### src/core/pdw_pkg.sv
// Package: constants for the power-down, wake-up and watchdog block.
// Assumes one 10 MHz system clock and an AXI4-Lite register bus.
package pdw_pkg;
  // ----------------------------------------
  // Register map
  // ----------------------------------------
  localparam logic [7:0] ADDR_PRESCALE = 8'h00;
  localparam logic [7:0] ADDR_STATUS = 8'h04;
  localparam logic [7:0] ADDR_CONFIG = 8'h08;
  localparam logic [7:0] ADDR_USB_CLK = 8'h0C;
  // ----------------------------------------
  // Fields and reset values
  // ----------------------------------------
  localparam int PS_LSB = 0;
  localparam int PS_W = 3;
  localparam logic [2:0] PS_RESET = 3'h7;
  localparam int ST_PDF_BIT = 0;
  localparam int ST_TO_BIT = 1;
  localparam int ST_HALT_BIT = 2;
  localparam int CFG_WDT_EN_BIT = 0;
  localparam int CFG_WDT_SRC_BIT = 1;
  localparam int CFG_DUAL_CLR_BIT = 2;
  localparam logic [2:0] CFG_RESET = 3'h1;
  localparam int USB_SYSTEM_CLOCK_RATE_SELECT_BIT = 0;
  localparam logic USB_SYSTEM_CLOCK_RATE_SELECT_RESET = 1'b0;
  // ----------------------------------------
  // Timing
  // ----------------------------------------
  localparam int WAKE_DELAY_CYC = 1024;
  localparam int INSTR_DIV = 4;
  localparam int WDT_OSC_DIV = 256;
  localparam int WDT_BASE_BITS = 8;
  localparam logic [1:0] AXI_OKAY = 2'h0;
  localparam logic [1:0] AXI_SLVERR = 2'h2;
  typedef enum logic [1:0] {
    MODE_RUN,
    MODE_HALT,
    MODE_WAKE
  } mode_t;
endpackage

### src/core/power_down_wakeup_watchdog.sv
// Power-down, wake-up delay and watchdog for a small processor core.
// Assumes the core pulses its instruction strobes for one system clock.
// Functional notes
// Only the halt instruction enters power-down
// Power-down stops oscillator, holds execution
// Halt clears watchdog; keeps running only on own oscillator
// Halt sets power-down flag, clears time-out flag
// Wake on reset, pin edge, interrupt, watchdog
// Reset pin full reset; watchdog wake partial
// Power-down flag cleared by power-up, watchdog clear
// Time-out sets flag; others kept in power-down
// Enabled pins wake on falling edge, resume
// Disabled interrupt or full stack resumes after halt
// Enabled interrupt with free stack gets serviced
// Interrupts already pending cannot wake device
// Wait 1024 system clocks after any wake
// Interrupt entry at least one cycle later
// Watchdog overflow generates device reset
// Watchdog clock: own oscillator or system clock/4
// Disabled watchdog makes its instructions no-ops
// Own oscillator divided by 256 first
// Prescale bits 0-2, all ones is 1:128
// Firmware sets USB system clock select bit
// Prescale ratio is two to the field value
// Time-out in power-down leaves both flags one
// Pin reset, clear instructions, halt clear watchdog
//
// Decided for this implementation: the AXI4-Lite slave port and the register addresses.
`timescale 1ns/1ps
module power_down_wakeup_watchdog
  import pdw_pkg::*;
#(
  parameter int PIN_W = 24,
  parameter int IRQ_W = 4,
  parameter int WAKE_CYC = WAKE_DELAY_CYC
) (
  input wire logic clk_sys_i,
  input wire logic sys_rst_i,
  input wire logic rst_pin_n_i,
  input wire logic wdt_osc_i,
  input wire logic [PIN_W-1:0] pin_i,
  input wire logic [PIN_W-1:0] pin_wake_en_i,
  input wire logic [IRQ_W-1:0] irq_req_i,
  input wire logic [IRQ_W-1:0] irq_en_i,
  input wire logic stack_full_i,
  input wire logic halt_instr_i,
  input wire logic watchdog_clear_instruction_i,
  input wire logic clr_wdt1_i,
  input wire logic clr_wdt2_i,
  input wire logic [7:0] s_axi_awaddr_i,
  input wire logic s_axi_awvalid_i,
  output logic s_axi_awready_o,
  input wire logic [31:0] s_axi_wdata_i,
  input wire logic [3:0] s_axi_wstrb_i,
  input wire logic s_axi_wvalid_i,
  output logic s_axi_wready_o,
  output logic [1:0] s_axi_bresp_o,
  output logic s_axi_bvalid_o,
  input wire logic s_axi_bready_i,
  input wire logic [7:0] s_axi_araddr_i,
  input wire logic s_axi_arvalid_i,
  output logic s_axi_arready_o,
  output logic [31:0] s_axi_rdata_o,
  output logic [1:0] s_axi_rresp_o,
  output logic s_axi_rvalid_o,
  input wire logic s_axi_rready_i,
  output logic osc_run_o,
  output logic cpu_hold_o,
  output logic full_reset_o,
  output logic wdt_reset_o,
  output logic irq_service_o,
  output logic usb_system_clock_rate_select_sel_o
);
  initial begin
    if (PIN_W < 1 || IRQ_W < 1 || WAKE_CYC < 2) begin
      $error("power_down_wakeup_watchdog: bad parameter");
    end
  end

  localparam int WCNT_W = $clog2(WAKE_CYC + 1);
  localparam int WDT_W = WDT_BASE_BITS + 8;

  // ----------------------------------------
  // State
  // ----------------------------------------
  typedef struct packed {
    mode_t mode;
    logic [WCNT_W-1:0] wake_cnt;
    logic wake_irq;
    logic wake_wdt;
    logic [1:0] rst_sync;
    logic [1:0] osc_sync;
    logic osc_last;
    logic [PIN_W-1:0] pin_s1;
    logic [PIN_W-1:0] pin_s2;
    logic [PIN_W-1:0] pin_last;
    logic [IRQ_W-1:0] irq_armed;
    logic [1:0] instr_div;
    logic [WDT_BASE_BITS-1:0] base;
    logic [7:0] presc;
    logic [2:0] ps_sel;
    logic [2:0] cfg;
    logic usb_system_clock_rate_select;
    logic power_down_flag;
    logic tof;
    logic clr1_seen;
    logic clr2_seen;
    logic aw_got;
    logic w_got;
    logic [7:0] awaddr;
    logic [31:0] wdata;
    logic [3:0] wstrb;
    logic awready;
    logic wready;
    logic bvalid;
    logic [1:0] bresp;
    logic arready;
    logic rvalid;
    logic [31:0] rdata;
    logic [1:0] rresp;
    logic osc_run;
    logic cpu_hold;
    logic full_reset;
    logic wdt_reset;
    logic irq_service;
  } state_t;

  state_t s_q;
  state_t s_d;

  function automatic logic addr_ok(input logic [7:0] a);
    return a == ADDR_PRESCALE || a == ADDR_STATUS || a == ADDR_CONFIG || a == ADDR_USB_CLK;
  endfunction

  // Two to the field
  function automatic logic presc_tick(input logic [7:0] p, input logic [2:0] sel);
    logic [7:0] m;
    m = 8'hFF >> (4'h8 - {1'b0, sel});
    return (p & m) == m;
  endfunction

  logic wdt_en;
  logic wdt_own;
  logic wdt_clr;
  logic wdt_tick;
  logic base_tick;
  logic overflow;
  logic pin_fall;
  logic irq_wake;
  logic halt_ok;

  always_comb begin
    s_d = s_q;
    wdt_en = s_q.cfg[CFG_WDT_EN_BIT];
    wdt_own = ~s_q.cfg[CFG_WDT_SRC_BIT];
    s_d.full_reset = 1'b0;
    s_d.wdt_reset = 1'b0;
    s_d.irq_service = 1'b0;

    // Synchronisers for pins, reset pin and watchdog oscillator
    s_d.rst_sync = {s_q.rst_sync[0], rst_pin_n_i};
    s_d.osc_sync = {s_q.osc_sync[0], wdt_osc_i};
    s_d.osc_last = s_q.osc_sync[1];
    s_d.pin_s1 = pin_i;
    s_d.pin_s2 = s_q.pin_s1;
    s_d.pin_last = s_q.pin_s2;

    // Halt only entry
    halt_ok = halt_instr_i && s_q.mode == MODE_RUN;

    // Disabled watchdog ignores instructions
    wdt_clr = 1'b0;
    if (wdt_en && s_q.mode == MODE_RUN) begin
      if (s_q.cfg[CFG_DUAL_CLR_BIT]) begin
        if (clr_wdt1_i && !s_q.clr1_seen) begin
          s_d.clr1_seen = 1'b1;
        end
        if (clr_wdt2_i && !s_q.clr2_seen) begin
          s_d.clr2_seen = 1'b1;
        end
        if ((s_q.clr1_seen || clr_wdt1_i) && (s_q.clr2_seen || clr_wdt2_i)) begin
          wdt_clr = 1'b1;
          s_d.clr1_seen = 1'b0;
          s_d.clr2_seen = 1'b0;
        end
      end else begin
        wdt_clr = watchdog_clear_instruction_i;
      end
    end

    // Clock source select
    s_d.instr_div = s_q.instr_div + 2'h1;
    if (wdt_own) begin
      wdt_tick = s_q.osc_sync[1] && !s_q.osc_last;
    end else begin
      // Stops with system clock
      wdt_tick = s_q.instr_div == 2'(INSTR_DIV - 1) && s_q.mode == MODE_RUN;
    end
    // Fixed divide by 256
    base_tick = 1'b0;
    if (wdt_en && wdt_tick) begin
      s_d.base = s_q.base + 1'b1;
      base_tick = s_q.base == 8'(WDT_OSC_DIV - 1);
    end
    // Prescaler ratio
    overflow = 1'b0;
    if (base_tick) begin
      s_d.presc = s_q.presc + 8'h01;
      overflow = presc_tick(s_q.presc, s_q.ps_sel);
      if (overflow) begin
        s_d.presc = 8'h00;
      end
    end
    // Watchdog clear sources
    if (wdt_clr || halt_ok || !s_q.rst_sync[1]) begin
      s_d.base = '0;
      s_d.presc = '0;
    end

    // Falling edges on enabled pins
    pin_fall = |(s_q.pin_last & ~s_q.pin_s2 & pin_wake_en_i);
    // Only requests new since halt
    irq_wake = |(irq_req_i & s_q.irq_armed);

    // Clear instructions clear power-down flag
    if (wdt_clr) begin
      s_d.power_down_flag = 1'b0;
      s_d.tof = 1'b0;
    end

    unique case (s_q.mode)
      MODE_RUN: begin
        if (halt_ok) begin
          // Stop oscillator, hold core
          s_d.mode = MODE_HALT;
          s_d.osc_run = 1'b0;
          s_d.cpu_hold = 1'b1;
          // Flags on halt
          s_d.power_down_flag = 1'b1;
          s_d.tof = 1'b0;
          s_d.irq_armed = ~irq_req_i;
        end else if (overflow) begin
          // Overflow resets device
          s_d.full_reset = 1'b1;
          s_d.tof = 1'b1;
        end
      end
      MODE_HALT: begin
        // Four wake sources
        if (!s_q.rst_sync[1]) begin
          // Full reset on pin
          s_d.full_reset = 1'b1;
          s_d.power_down_flag = 1'b0;
          s_d.tof = 1'b0;
          s_d.mode = MODE_WAKE;
        end else if (overflow || pin_fall || irq_wake) begin
          s_d.mode = MODE_WAKE;
          s_d.wake_wdt = overflow;
          s_d.wake_irq = irq_wake && !overflow;
          // Only time-out flag changes
          // Both flags one
          s_d.tof = s_q.tof | overflow;
        end
        if (s_d.mode == MODE_WAKE) begin
          s_d.osc_run = 1'b1;
          s_d.wake_cnt = '0;
        end
      end
      MODE_WAKE: begin
        // Fixed wake delay
        s_d.wake_cnt = s_q.wake_cnt + 1'b1;
        if (s_q.wake_cnt == WCNT_W'(WAKE_CYC - 1)) begin
          s_d.mode = MODE_RUN;
          s_d.cpu_hold = 1'b0;
          // Partial reset on watchdog wake
          s_d.wdt_reset = s_q.wake_wdt;
          // Disabled or full stack resumes
          // Otherwise normal interrupt response
          // Service one cycle after delay
          s_d.irq_service = s_q.wake_irq && |(irq_req_i & irq_en_i) && !stack_full_i;
          s_d.wake_irq = 1'b0;
          s_d.wake_wdt = 1'b0;
        end
      end
      default: s_d.mode = MODE_RUN;
    endcase

    // ----------------------------------------
    // AXI4-Lite slave
    // ----------------------------------------
    s_d.awready = 1'b0;
    s_d.wready = 1'b0;
    s_d.arready = 1'b0;
    if (s_q.awready && s_axi_awvalid_i) begin
      s_d.aw_got = 1'b1;
      s_d.awaddr = s_axi_awaddr_i;
    end else if (!s_q.aw_got && !s_q.bvalid && s_axi_awvalid_i) begin
      s_d.awready = 1'b1;
    end
    if (s_q.wready && s_axi_wvalid_i) begin
      s_d.w_got = 1'b1;
      s_d.wdata = s_axi_wdata_i;
      s_d.wstrb = s_axi_wstrb_i;
    end else if (!s_q.w_got && !s_q.bvalid && s_axi_wvalid_i) begin
      s_d.wready = 1'b1;
    end
    if (s_q.aw_got && s_q.w_got) begin
      s_d.aw_got = 1'b0;
      s_d.w_got = 1'b0;
      s_d.bvalid = 1'b1;
      s_d.bresp = addr_ok(s_q.awaddr) ? AXI_OKAY : AXI_SLVERR;
      if (s_q.wstrb[0]) begin
        unique case (s_q.awaddr)
          ADDR_PRESCALE: s_d.ps_sel = s_q.wdata[PS_LSB +: PS_W];
          ADDR_CONFIG: s_d.cfg = s_q.wdata[2:0];
          // Firmware chosen rate
          ADDR_USB_CLK: s_d.usb_system_clock_rate_select = s_q.wdata[USB_SYSTEM_CLOCK_RATE_SELECT_BIT];
          default: begin
          end
        endcase
      end
    end
    if (s_q.bvalid && s_axi_bready_i) begin
      s_d.bvalid = 1'b0;
    end
    if (s_q.arready && s_axi_arvalid_i) begin
      s_d.rvalid = 1'b1;
      s_d.rresp = addr_ok(s_axi_araddr_i) ? AXI_OKAY : AXI_SLVERR;
      s_d.rdata = 32'h0000_0000;
      unique case (s_axi_araddr_i)
        ADDR_PRESCALE: s_d.rdata[PS_LSB +: PS_W] = s_q.ps_sel;
        ADDR_STATUS: begin
          s_d.rdata[ST_PDF_BIT] = s_q.power_down_flag;
          s_d.rdata[ST_TO_BIT] = s_q.tof;
          s_d.rdata[ST_HALT_BIT] = s_q.cpu_hold;
        end
        ADDR_CONFIG: s_d.rdata[2:0] = s_q.cfg;
        ADDR_USB_CLK: s_d.rdata[USB_SYSTEM_CLOCK_RATE_SELECT_BIT] = s_q.usb_system_clock_rate_select;
        default: begin
        end
      endcase
    end else if (!s_q.rvalid && s_axi_arvalid_i) begin
      s_d.arready = 1'b1;
    end
    if (s_q.rvalid && s_axi_rready_i) begin
      s_d.rvalid = 1'b0;
    end
  end

  always_ff @(posedge clk_sys_i or posedge sys_rst_i) begin
    if (sys_rst_i) begin
      s_q <= '0;
      s_q.mode <= MODE_RUN;
      s_q.rst_sync <= 2'h3;
      s_q.ps_sel <= PS_RESET;
      s_q.cfg <= CFG_RESET;
      s_q.usb_system_clock_rate_select <= USB_SYSTEM_CLOCK_RATE_SELECT_RESET;
      s_q.osc_run <= 1'b1;
    end else begin
      s_q <= s_d;
    end
  end

  assign s_axi_awready_o = s_q.awready;
  assign s_axi_wready_o = s_q.wready;
  assign s_axi_bresp_o = s_q.bresp;
  assign s_axi_bvalid_o = s_q.bvalid;
  assign s_axi_arready_o = s_q.arready;
  assign s_axi_rdata_o = s_q.rdata;
  assign s_axi_rresp_o = s_q.rresp;
  assign s_axi_rvalid_o = s_q.rvalid;
  assign osc_run_o = s_q.osc_run;
  assign cpu_hold_o = s_q.cpu_hold;
  assign full_reset_o = s_q.full_reset;
  assign wdt_reset_o = s_q.wdt_reset;
  assign irq_service_o = s_q.irq_service;
  assign usb_system_clock_rate_select_sel_o = s_q.usb_system_clock_rate_select;
endmodule

### config.mk
export PLATFORM = sky130hd
export DESIGN_NAME = power_down_wakeup_watchdog
export DESIGN_NICKNAME = d
export VERILOG_FILES = /design/src/core/pdw_pkg.sv /design/src/core/power_down_wakeup_watchdog.sv
export SDC_FILE = /design/constraint.sdc
export NUM_CORES = 1
export LEC_CHECK = 0
export BUFFER_PORTS_ARGS = -buffer_cell sky130_fd_sc_hd__buf_2
export CORE_ASPECT_RATIO = 0.9
export CORE_UTILIZATION = 40
export CTS_CLUSTER_DIAMETER = 80
export CTS_CLUSTER_SIZE = 24
export DETAILED_ROUTE_END_ITERATION = 8
export PLACE_DENSITY_LB_ADDON = 0.25
export SYNTH_ARGS = -nofsm -noshare
export SYNTH_HDL_FRONTEND = slang
export SYNTH_SLANG_ARGS = --single-unit
### constraint.sdc
create_clock -name clk_sys_i -period 14.3 [get_ports clk_sys_i]
set_input_delay 2.86 -clock clk_sys_i [delete_from_list [all_inputs] [get_ports clk_sys_i]]
set_output_delay 2.86 -clock clk_sys_i [all_outputs]
set_load 0.02 [all_outputs]
==> summary.md, run 1 <==
| Metric | Value |
|---|---|
| Outcome | finished clean |
| WP data arrival | just under 5 ns |
| Slew Limit Fails | 0 |
| Adder-cell area share of the yosys netlist | 0.01439 |
| Starting Density | 0.4121 |
| Largest net degree at the start of global routing | 86 |
| Static Leak | about 0.0034 µW |
| Synth Area in Simple Gates | 0.1336 |
| # rows | between 40 and 50 |
| Tot Pwr | between 1000 and 1500 µW |
| Nets | around 750 |
| RSZ-0062 raised after global routing | no |
| Die footprint | approximately 16000 µm² |
| Initial DRC count | between 150 and 200 |
| Synth unique cells | 52 |
| IO Pins | around 170 |
| #FFs+latches synth | 154 |
| Buffers on Ports | around 110 |
| Most frequent cells in the layout | dfrtp_1 (147), buf_2 (105), nand2_1 (60), nor2_1 (37), conb_1 (31) |
| Worst Skew | 0.008794 ns |
| Post-layout min period | 4.649 ns |
| Share of cells above drive strength 1 | 0.2690 |
| Detailed-route via count | 4072 |
| Worst Tran Pin Value | between 1 and 1.5 ns |
| Fin crit share | 0.3251 |
| Final setup vio count | 0 |
| Ant. Diodes | 0 |
| Seq/Total Area, Yosys | 0.6347 |
| CP Class | input port to flop |
| Vias in the first global route | about 4.2k |
| Clk_lat worst skew | 0.42 ns |
| Synthesized area | roughly 6000 µm² |
| Gr usage total | 0.1620 |
| Number of vias per cell | ~4.9 |
| DRC | 0 |
| Initial antenna violation count | 0 |
| Hold Violations, Final | 0 |
| FILL cells | 1330 |
| P&R area growth vs syn | 19.18% |
| Post-CTS setup buffer count | 0 |
| WP data required | about 15 ns |
| Total negative setup slack | 0 ns |
| Pwr dens | approximately 160 nW/µm² |
| Clk slew on worst S/H paths | 0.06 ns |
| TritonRoute pass-1 iters | 4 |
| Vert. Die Dim | 119.0 µm |
| Total grt overflow | 0 |
| Max-cap violations | 0 |
| Largest family of logic cells by synthesized area | simple AND/OR/NAND/NOR gates |
| DPL Wire Length | between 8000 and 9000 µm |
| Fin util | 0.4912 |
| Slew HR | 0.2460 |
| Clock Path Buffers | 2 |
| Post-DP Area | around 6700 µm² |
| GP Congestion | 0.7584 |
| Post-synthesis mux area share | 0.05304 |
| Total CTS buffers | 17 |
| H-tree level count | 4 |
| VDD IR-drop max | 0.1041 mV |
| Most common cell after layout, fill and taps aside | dfrtp_1 |
| Synth warnings | 0 |
| Post-cts gate resize count | 0 |
| Xor/xnor share of the synthesized area | 0.01583 |
| CTS tree | done |
| Finished Cell Area | just over 7000 µm² |
| Synth Area in Compound Gates | 0.09087 |
| CTS sink cnt | 154 |
| Crit end category | flop |
| Cell count after synthesis | just over 500 |
| Fmax | 0.2151 GHz |
| Crit Path Max Fanout | 13 |
| # hold bufs at CTS | 0 |
| Die W | 132.0 µm |
| Antenna-violating nets left | 0 |
| First-pass GRT wire length | just under 20000 µm |
| Worst hold path type | flop to flop |
| WL per Instance | about 14 µm |
| Core ar. | between 10000 and 15000 µm² |
| WL final | 11520 µm |
| Fin Hold WS | ~0.34 ns |
| CTS Root Cell | clkbuf_16 |
| Syn avg cell area | ~12 µm² |
| Startpoint Class | input port |
routing by layer:
| metal | vias up | routed length, µm | global-route usage |
|---|---|---|---|
| met5 | - | 0 | 0 |
| met4 | 0 | 158 | 0.06541 |
| met3 | 16 | 739 | 0.05577 |
| met2 | 127 | 5175 | 0.2493 |
| met1 | 1999 | 5450 | 0.2097 |
| li1 | 1930 | - | - |
power breakdown:
| group | switching, µW | internal [µW] |
|---|---|---|
| logic | 94.0 | 70.6 |
| registers | 51.3 | 493 |
| clock network | 183 | 248 |
| total | 328 | 812 |
worst paths after layout:
check,from,to,slack [ns],cells after the start
worst min-delay path,s_d[157]$_DFF_PP0_,s_d[133]$_DFF_PP0_,0.34,0
min in group asynchronous,sys_rst_i,s_d[150]$_DFF_PP0_,2.54,2
worst max register to register,s_q[216]$_DFFE_PP0P_,s_q[216]$_DFFE_PP0P_,11.22,6
max in group asynchronous,sys_rst_i,cpu_hold_o$_DFFE_PP0P_,10.26,3
worst max-delay path,pin_wake_en_i[2],s_q[216]$_DFFE_PP0P_,9.65,7
worst min register to register,s_d[157]$_DFF_PP0_,s_d[133]$_DFF_PP0_,0.34,0
flip-flops by register name, summed over array words and instances (netlist names):
register                            count
s_axi_rdata_o                           3
s_axi_rvalid_o                          1
full_reset_o                            1
s_axi_bvalid_o                          1
s_q                                    87
cpu_hold_o                              1
usb_system_clock_rate_select_sel_o      1
s_axi_wready_o                          1
wdt_reset_o                             1
s_axi_awready_o                         1
s_d                                    51
irq_service_o                           1
s_axi_arready_o                         1
osc_run_o                               1
s_axi_bresp_o                           1
s_axi_rresp_o                           1
cell usage after synthesis, drive strengths merged:
| cell type | n | area, µm² |
|---|---|---|
| o32ai | 1 | 8.760 |
| mux4 | 1 | 22.52 |
| a32o | 1 | 10.01 |
| xor2 | 8 | 70.07 |
| o22ai | 15 | 93.84 |
| nand2b | 3 | 18.77 |
| o21a | 9 | 67.56 |
| nor4b | 3 | 26.28 |
| ha | 7 | 87.58 |
| a21o | 1 | 7.510 |
| mux2i | 12 | 120.1 |
| o21ai | 20 | 111.4 |
| nor3 | 16 | 91.34 |
| nor3b | 2 | 15.01 |
| dfstp | 7 | 183.9 |
| a41oi | 1 | 8.760 |
| conb | 1 | 3.750 |
| a22o | 6 | 52.55 |
| inv | 11 | 41.29 |
| nand3b | 5 | 37.54 |
| o21bai | 1 | 7.510 |
| a21boi | 1 | 7.510 |
| nand3 | 11 | 55.05 |
| a221oi | 1 | 8.760 |
| nor4 | 4 | 40.04 |
| dfrtp | 147 | 3679 |
| clkbuf | 5 | 18.77 |
| nor2 | 37 | 138.9 |
| or4 | 2 | 15.01 |
| mux2 | 16 | 180.2 |
| a21oi | 20 | 100.1 |
| xnor2 | 3 | 26.28 |
| a22oi | 2 | 15.01 |
| or2 | 2 | 12.51 |
| and4bb | 1 | 12.51 |
| nor2b | 4 | 25.02 |
| nand4 | 6 | 37.54 |
| and3 | 8 | 50.05 |
| o31ai | 3 | 27.52 |
| nand2 | 60 | 225.2 |
| a31o | 3 | 26.28 |
| or3 | 2 | 12.51 |
| buf | 39 | 286.5 |
stage by stage:
| step | cells | setup slack, ns |
|---|---|---|
| after detailed placement | 798 | 9.169 |
| after global placement | 798 | 9.202 |
| after floorplan | 538 | 7.302 |
| final | 830 | 9.651 |
| after global routing | 830 | 9.463 |
| after CTS | 830 | 9.551 |
logic make-up after synthesis:
logic type / after synthesis
AND/OR/NAND/NOR: 166
flip-flops: 154
AO/OA/AOI/OAI: 85
buffers and inverters: 55
multiplexers: 29
XOR/XNOR: 11
adder cells (fa/ha/maj): 7
other: 1
critical path, cell delays in order:
cell and delay, ns:
buf_2 0.11, nand2_1 0.06, o22ai_1 0.08, nor4_1 0.45
nand4_1 0.30, o31ai_2 0.85, o22ai_1 0.19
cell type report:
type / count / area [µm²] / area share
clock buffers: 18 / 439.2 / 0.06055
clock inverters: 14 / 135.1 / 0.01863
inverters: 11 / 46.29 / 0.006383
multi-input cells: 329 / 1989 / 0.2743
flip-flops and latches: 154 / 3862 / 0.5325
well taps: 198 / 247.7 / 0.03416
repair buffers: 106 / 533.0 / 0.07349
Note: power is estimated with default switching activity, not from simulation.
==> inputs of run 2 (changes only) <==
Settings changed: ABC_AREA from default to 1.
Clock period 14.3 ns to 4.8 ns, I/O delays scaled along.
==> run 2 against run 1 <==
Effect of this change: combinational power grew to 4.2 times the previous value; flip-flop and latch count is the same; global-route usage grew 0.18 points; via count grew 10%; critical path depth grew 7; synthesized area grew 3.6%; critical path type is now flop to flop; critical endpoint is now s_q[213]$_DFFE_PP0P_; largest power group unchanged; highest routed layer unchanged.
==> summary.md, run 2 <==
| Metric | Value |
|---|---|
| Syn avg cell area | 9.803 µm² (-18%) |
| CP Class | flop to flop |
| Total negative setup slack | 0 ns (unchanged) |
| Vert. Die Dim | 121.1 µm (+1.7%) |
| Most used cell along the critical path | nand2_1 |
| Cell count after synthesis | 643 (+27%) |
| Nets | 889 (+19%) |
| Synth warnings | 0 (unchanged) |
| Clk_lat worst skew | 0.41 ns (about the same) |
| P&R area growth vs syn | 19.17% (about the same) |
| Initial antenna violation count | 0 (unchanged) |
| WP data arrival | 2.47 ns (-2.43 ns) |
| Max-cap violations | 0 (unchanged) |
| Worst path cell trace | inv_1 -> ha_1 -> ha_1 -> nand2_1 -> nand2_1 -> nand2_1 -> nor2_1 -> nand2_1 -> nand2_2 -> nand2_4 -> nand3_2 -> nand2_4 -> nand3_1 -> nand2_1 |
| Post-synth EDFFs | 0 (unchanged) |
| Clk slew on worst S/H paths | 0.06 ns (about the same) |
| Setup Slack @ Placement | 2.313 ns (-6.856 ns) |
| Buffers on Ports | 105 (unchanged) |
| Total CTS buffers | 17 (unchanged) |
| WP data required | 5.10 ns (-9.45 ns) |
| Max incr delay on CP | 0.57 ns (-0.28 ns) |
| Bufs and invs on worst path | 1 (unchanged) |
| Final setup margin | 2.635 ns (-7.016 ns) |
| CTS Root Cell | clkbuf_16 |
| WL per Instance | 12.39 µm (-11%) |
| Most common cell after layout, fill and taps aside | dfrtp_1 |
| Worst reg-to-reg path cell count | 14 (+8) |
| Hold EP | s_d[127]$_DFF_PP0_ |
| Outcome | finished clean |
| Clock Path Buffers | 2 (unchanged) |
| Fmax | between 0.4 and 0.5 GHz |
| Hold Violations, Final | 0 (unchanged) |
| Static Leak | 0.003708 µW (+8.4%) |
| Largest cells by area after synthesis | dfrtp_1 (58%), nand2_1 (8.4%), buf_4 (4.3%), inv_1 (3.9%), nor2_1 (3.8%) |
| Reg2Reg Launch Point | s_q[101]$_DFFE_PP1P_ |
| TritonRoute pass-1 iters | 6 (+2) |
| Worst Skew | 0.005777 ns (-0.003017 ns) |
| Die footprint | 16270 µm² (+3.5%) |
| Most flops, register | s_q |
| Total grt overflow | 0 (unchanged) |
| R2r setup slk | 2.63 ns (-8.59 ns) |
| DRC | 0 (unchanged) |
| Synthesized area | 6304 µm² (+3.6%) |
| RSZ-0062 raised after global routing | no |
| #FFs+latches synth | 154 (unchanged) |
| Starting Density | 0.4097 (-0.002473) |
| Initial DRC count | 297 (+97%) |
| Most frequent cells in the layout | dfrtp_1 (147), nand2_1 (141), buf_2 (105), inv_1 (65), nor2_1 (64) |
| Worst hold path type | flop to flop |
| IO Pins | 169 (unchanged) |
| Slew Limit Fails | 0 (unchanged) |
| Post-layout min period | ~2.2 ns |
| Most common cell in the synthesized netlist | dfrtp_1 |
| Final setup vio count | 0 (unchanged) |
| Reg2reg end | s_q[213]$_DFFE_PP0P_ |
| GP Congestion | 0.8247 (+8.7%) |
| # rows | 43 (+2.4%) |
| Dominant cell type by area after synthesis | dfrtp_1 |
| Synth unique cells | 36 (-31%) |
| Dominant synthesized flop cell | dfrtp_1 |
| Detailed-route via count | 4482 (+10%) |
| Share of cells above drive strength 1 | 0.2306 (-0.03842) |
| Worst Tran Pin Value | 0.7140 ns (-0.4083 ns) |
| Max reg flops | 87 (unchanged) |
| Post-CTS setup buffer count | 0 (unchanged) |
| Pwr dens | 489.8 nW/µm² (+210%) |
| Largest net degree at the start of global routing | 59 (-31%) |
| Slew HR | 0.5240 (+0.2780) |
| Fin crit share | 0.4511 |
| Post-cts gate resize count | 0 (unchanged) |
| Async S/R FF share, synth | 1.000 (unchanged) |
| WL final | 12070 µm (+4.7%) |
| Hold Path Origin | s_d[151]$_DFF_PP0_ |
| FILL cells | 1441 (+8.3%) |
| Seq/Total Area, Yosys | 0.6127 (-0.02192) |
| Synth top area share | 0.5836 (-0.02088) |
| Antenna-violating nets left | 0 (unchanged) |
| Die W | 134.3 µm (+1.7%) |
| Finished Cell Area | 7512 µm² (+3.6%) |
| Gr usage total | 0.1638 (+0.001787) |
| DPL Wire Length | 8932 µm (+11%) |
| Post-DP Area | 6920 µm² (+3.6%) |
| CTS tree | done |
| Number of vias per cell | 4.602 (-6.2%) |
| Family with the most delay on the worst path | simple AND/OR/NAND/NOR gates |
| Crit end category | flop |
| CTS sink cnt | 154 (unchanged) |
| Startpoint Class | flop |
| Worst Hold Depth | 0 (unchanged) |
| Vias in the first global route | 4464 (+6.7%) |
| Crit Path Max Fanout | 13 (unchanged) |
| VDD IR-drop max | 0.3578 mV (+240%) |
| CP max stage cell | dfstp_2 |
| H-tree level count | 4 (unchanged) |
| Synth top cells by count | dfrtp_1 (147), nand2_1 (141), inv_1 (66) |
| # hold bufs at CTS | 0 (unchanged) |
| Core ar. | 15390 µm² (+4.2%) |
| Ant. Diodes | 0 (unchanged) |
| First-pass GRT wire length | 20450 µm (+3.3%) |
run 2: cell types whose count changed in the layout (fill, tap and decap cells not counted), moves of 14 or more:
| cell | before | now |
|---|---|---|
| inv_1 | 10 | 65 |
| mux2_2 | 15 | 1 |
| nand2_1 | 60 | 141 |
| nand3_1 | 11 | 34 |
| nor2_1 | 37 | 64 |
| o21ai_0 | 17 | 40 |
| o22ai_1 | 15 | 0 |
run 2: logic make-up after synthesis:
kind of cell / synth area share
muxes: 0.001786
DFF: 0.6127
and+or+nand+nor: 0.2201
buffers and inverters: 0.08873
AOI/OAI and AO/OA: 0.05935
adders and majority gates: 0.01389
other: 0.0005949
xor gates and xnor gates: 0.002779
run 2: layout make-up:
| class | count | area [µm²] | area share |
|---|---|---|---|
| repair buffers | 108 | 548.0 | 0.07295 |
| clock buffers | 20 | 456.7 | 0.06079 |
| well taps | 202 | 252.7 | 0.03364 |
| inverters | 69 | 262.8 | 0.03498 |
| clock inverters | 11 | 135.1 | 0.01799 |
| multi-input cells | 410 | 1994 | 0.2655 |
| flip-flops and latches | 154 | 3862 | 0.5142 |
run 2: report_power, final:
group / total [µW] / switching (µW) / internal, µW
clock network: 1330 / 528 / 800
registers: 1650 / 140 / 1510
logic: 698 / 460 / 238
run 2: how the worst max path moves through the flow:
stage / startpoint / endpoint / cells past startpoint
floorplan: sys_rst_i / cpu_hold_o$_DFFE_PP0P_ / 1
finish: s_q[101]$_DFFE_PP1P_ / s_q[213]$_DFFE_PP0P_ / 14
CTS: s_q[101]$_DFFE_PP1P_ / s_q[208]$_DFFE_PP0P_ / 14
global route: s_q[101]$_DFFE_PP1P_ / s_q[208]$_DFFE_PP0P_ / 14
global placement: pin_wake_en_i[3] / s_q[216]$_DFFE_PP0P_ / 11
detailed placement: pin_wake_en_i[3] / s_q[216]$_DFFE_PP0P_ / 11
run 2: metal layers:
layer	wire (µm)	vias to the layer above	share of wire	track usage
met4	273	0	0.023	0.07584
met2	5830	127	0.48	0.2668
met3	541	25	0.045	0.04386
li1	-	2216	-	-
met5	0	-	0	0
met1	5421	2114	0.45	0.2037
run 2: worst register-to-register path, stage by stage, from the launching register on:
cell and delay [ns]:
dfstp_2 0.57, inv_1 0.06, ha_1 0.19, ha_1 0.30, nand2_1 0.06, nand2_1 0.05
nand2_1 0.05, nor2_1 0.08, nand2_1 0.06, nand2_2 0.12, nand2_4 0.08, nand3_2 0.10
nand2_4 0.13, nand3_1 0.12, nand2_1 0.07
run 2: per-stage QoR:
stage	util	instances	total power, µW	hold slack (ns)
6_report	0.4882	974	3680	0.3458
5_1_grt	0.4882	974	3913	0.3549
4_1_cts	0.4882	974	3720	0.3493
3_5_place_dp	0.4497	943	2379	0.3347
3_3_place_gp	0.4497	943	2340	0.3332
2_1_floorplan	-	673	2200	0.3312
==> inputs of run 3 (changes only) <==
Clock period 4.8 ns to 1.9 ns, I/O delays scaled along.
==> run 3 against run 2 <==
Effect of this change: the flow now finishes with violations (DRC, setup timing); critical path depth shrank 1; die area is the same; cell count grew 1.3%; clock-buffer cell count grew 3; critical path type unchanged; largest cell class unchanged.
==> summary.md, run 3 (same netlist as run 2, synthesis figures left out) <==
| Metric | Value |
|---|---|
| DPL Wire Length | 9012 µm (+0.90%) |
| DR top layer | met4 |
| WL final | 12420 µm (+2.9%) |
| CTS tree | done |
| Worst Skew | 0.008709 ns (+0.002932 ns) |
| Logic pwr share | 0.210 (+0.020) |
| Startpoint Class | flop |
| Slew Limit Fails | 0 (unchanged) |
| Most used cell along the critical path | nand2_1 |
| Post-DP Area | 7038 µm² (+1.7%) |
| Slew HR | 0.4592 (-0.06487) |
| Most flops, register | s_q |
| Buffers on Ports | 105 (unchanged) |
| DR WL met2 | 6180 µm (+6.0%) |
| Crit Path Max Fanout | 7 (-6) |
| Worst hold path type | input port to flop |
| Most common cell after layout, fill and taps aside | dfrtp_1 |
| RSZ-0062 raised after global routing | yes |
| Share of cells above drive strength 1 | 0.2640 (+0.03346) |
| Die footprint | 16270 µm² (unchanged) |
| Initial DRC count | 321 (+8.1%) |
| IO Pins | 169 (unchanged) |
| Storage cell area | 3862 µm² (unchanged) |
| Starting Density | 0.4097 (unchanged) |
| First-pass GRT wire length | 20980 µm (+2.6%) |
| Switch Pwr | 2896 µW (+160%) |
| Fmax | 0.5102 GHz (+10%) |
| Clock power frac | 0.364 (+0.003) |
| Fin Hold WS | 0.06116 ns (-0.2846 ns) |
| Reg power frac | 0.426 (-0.023) |
| Sw Share | 0.2948 (-0.01169) |
| Max-cap violations | 0 (unchanged) |
| Post-layout min period | 1.960 ns (-0.2049 ns) |
| Max incr delay on CP | 0.54 ns (-0.03 ns) |
| Met3 WL | 502 µm (-7.2%) |
| Nets | 900 (+1.2%) |
| Initial antenna violation count | 1 (+1) |
| Final setup vio count | 17 (+17) |
| Max reg flops | 87 (unchanged) |
| P&R area growth vs syn | 23.54% |
| Family with the most delay on the worst path | flip-flops |
| Die W | 134.3 µm (unchanged) |
| H-tree level count | 4 (unchanged) |
| VDD IR-drop max | 0.6616 mV (+85%) |
| Outcome | finished, violations left |
| Detailed-route via count | 4528 (+1.0%) |
| Fin crit share | 1.032 (+0.5806) |
| Antenna-violating nets left | 0 (unchanged) |
| GP Congestion | 0.8108 (-1.7%) |
| # rows | 43 (unchanged) |
| Hold Violations, Final | 0 (unchanged) |
| Worst Tran Pin Value | 0.8083 ns (+0.09431 ns) |
| Final setup margin | -0.06014 ns (-2.695 ns) |
| Core ar. | 15390 µm² (unchanged) |
| Clk_lat worst skew | 0.41 ns (about the same) |
| WP data arrival | 2.29 ns (-0.18 ns) |
| Internal cell power | 6927 µW (+170%) |
| Total grt overflow | 0 (unchanged) |
| Gr usage total | 0.1675 (+0.003695) |
| Clock Path Buffers | 2 (unchanged) |
| Vias in the first global route | 4435 (-0.65%) |
| Number of vias per cell | 4.588 (-0.30%) |
| Vert. Die Dim | 121.1 µm (unchanged) |
| Crit end category | flop |
| CTS Root Cell | clkbuf_16 |
| Largest net degree at the start of global routing | 80 (+36%) |
| FILL cells | 1412 (-2.0%) |
| Worst path cell trace | inv_2 -> ha_4 -> ha_4 -> nand2_2 -> nand2_1 -> nand2_1 -> nor2_1 -> nand2_1 -> nand2_2 -> buf_6 -> nor2_4 -> o21ai_1 -> a21oi_1 |
| CTS sink cnt | 154 (unchanged) |
| Metal1 wirelength | 5499 µm (+1.4%) |
| DRC | 4 (+4) |
| WL per Instance | 12.58 µm (+1.6%) |
| Multi-input logic area | 2117 µm² (+6.1%) |
| Pwr dens | 1261 nW/µm² (+160%) |
| Static Leak | 0.003811 µW (+2.8%) |
| Clk slew on worst S/H paths | 0.06 ns (about the same) |
| Bufs and invs on worst path | 2 (+1) |
| CP max stage cell | dfstp_2 |
| TritonRoute pass-1 iters | 9 (+3) |
| Total CTS buffers | 17 (unchanged) |
| WP data required | 2.23 ns (-2.87 ns) |
| Tot Pwr | 9823 µW (+170%) |
| Failing checks | DRC, setup timing |
| # hold bufs at CTS | 0 (unchanged) |
| Setup Slack @ Placement | -0.09184 ns (-2.405 ns) |
| Finished Cell Area | 7787 µm² (+3.7%) |
| Most frequent cells in the layout | dfrtp_1 (147), nand2_1 (139), buf_2 (105), nor2_1 (64), inv_1 (63) |
| CP Class | flop to flop |
==> run 3: final timing paths <==
path	cells after the start	endpoint	startpoint	slack [ns]
worst min register to register	0	s_d[135]$_DFF_PP0_	s_d[159]$_DFF_PP0_	0.35
worst max register to register	13	s_q[106]$_DFFE_PP0P_	s_q[100]$_DFFE_PP1P_	-0.06
min in group asynchronous	3	s_axi_awready_o$_DFF_PP0_	sys_rst_i	0.10
worst max-delay path	13	s_q[106]$_DFFE_PP0P_	s_q[100]$_DFFE_PP1P_	-0.06
worst min-delay path	1	s_d[201]$_DFF_PP1_	rst_pin_n_i	0.06
max in group asynchronous	3	s_q[201]$_DFF_PP1_	sys_rst_i	1.43
==> run 3: metal layers <==
metal / up-vias / GRT usage
li1: 2245 / -
met1: 2154 / 0.2175
met2: 111 / 0.2736
met3: 18 / 0.03926
met4: 0 / 0.06180
met5: - / 0
==> run 3: cell type report <==
class / count / area share
Antenna cell: 1 / 0.0003213
Clock buffer: 23 / 0.06138
Clock inverter: 9 / 0.02057
Inverter: 69 / 0.03374
Multi-Input combinational cell: 411 / 0.2719
Sequential cell: 154 / 0.4960
Tap cell: 202 / 0.03245
Timing Repair Buffer: 118 / 0.08371
==> run 3: power by group through the flow <==
| stage | clock [µW] | sequential [µW] | combinational [µW] |
|---|---|---|---|
| 6_report | 3580 | 4180 | 2060 |
| 5_1_grt | 3830 | 4250 | 2350 |
| 4_1_cts | 3660 | 4180 | 2050 |
| 3_5_place_dp | 0 | 4230 | 1950 |
| 3_3_place_gp | 0 | 4200 | 1880 |
| 2_1_floorplan | 0 | 4230 | 1380 |
==> run 3: what timing repair did <==
action                     in CTS  in global routing
gates cloned                    1                  0
setup buffers                   1                  1
setup endpoints to repair      18                 26
gates resized for setup        14                  8
pin swaps                       7                  2
==> run 3: through the flow <==
step,instances,TNS (ns),util
3_3_place_gp,951,-0.5339,0.4574
4_1_cts,985,-0.5720,0.5033
5_1_grt,987,-4.078,0.5061
3_5_place_dp,951,-1.038,0.4574
2_1_floorplan,673,-62.06,-
6_report,987,-0.5562,0.5061
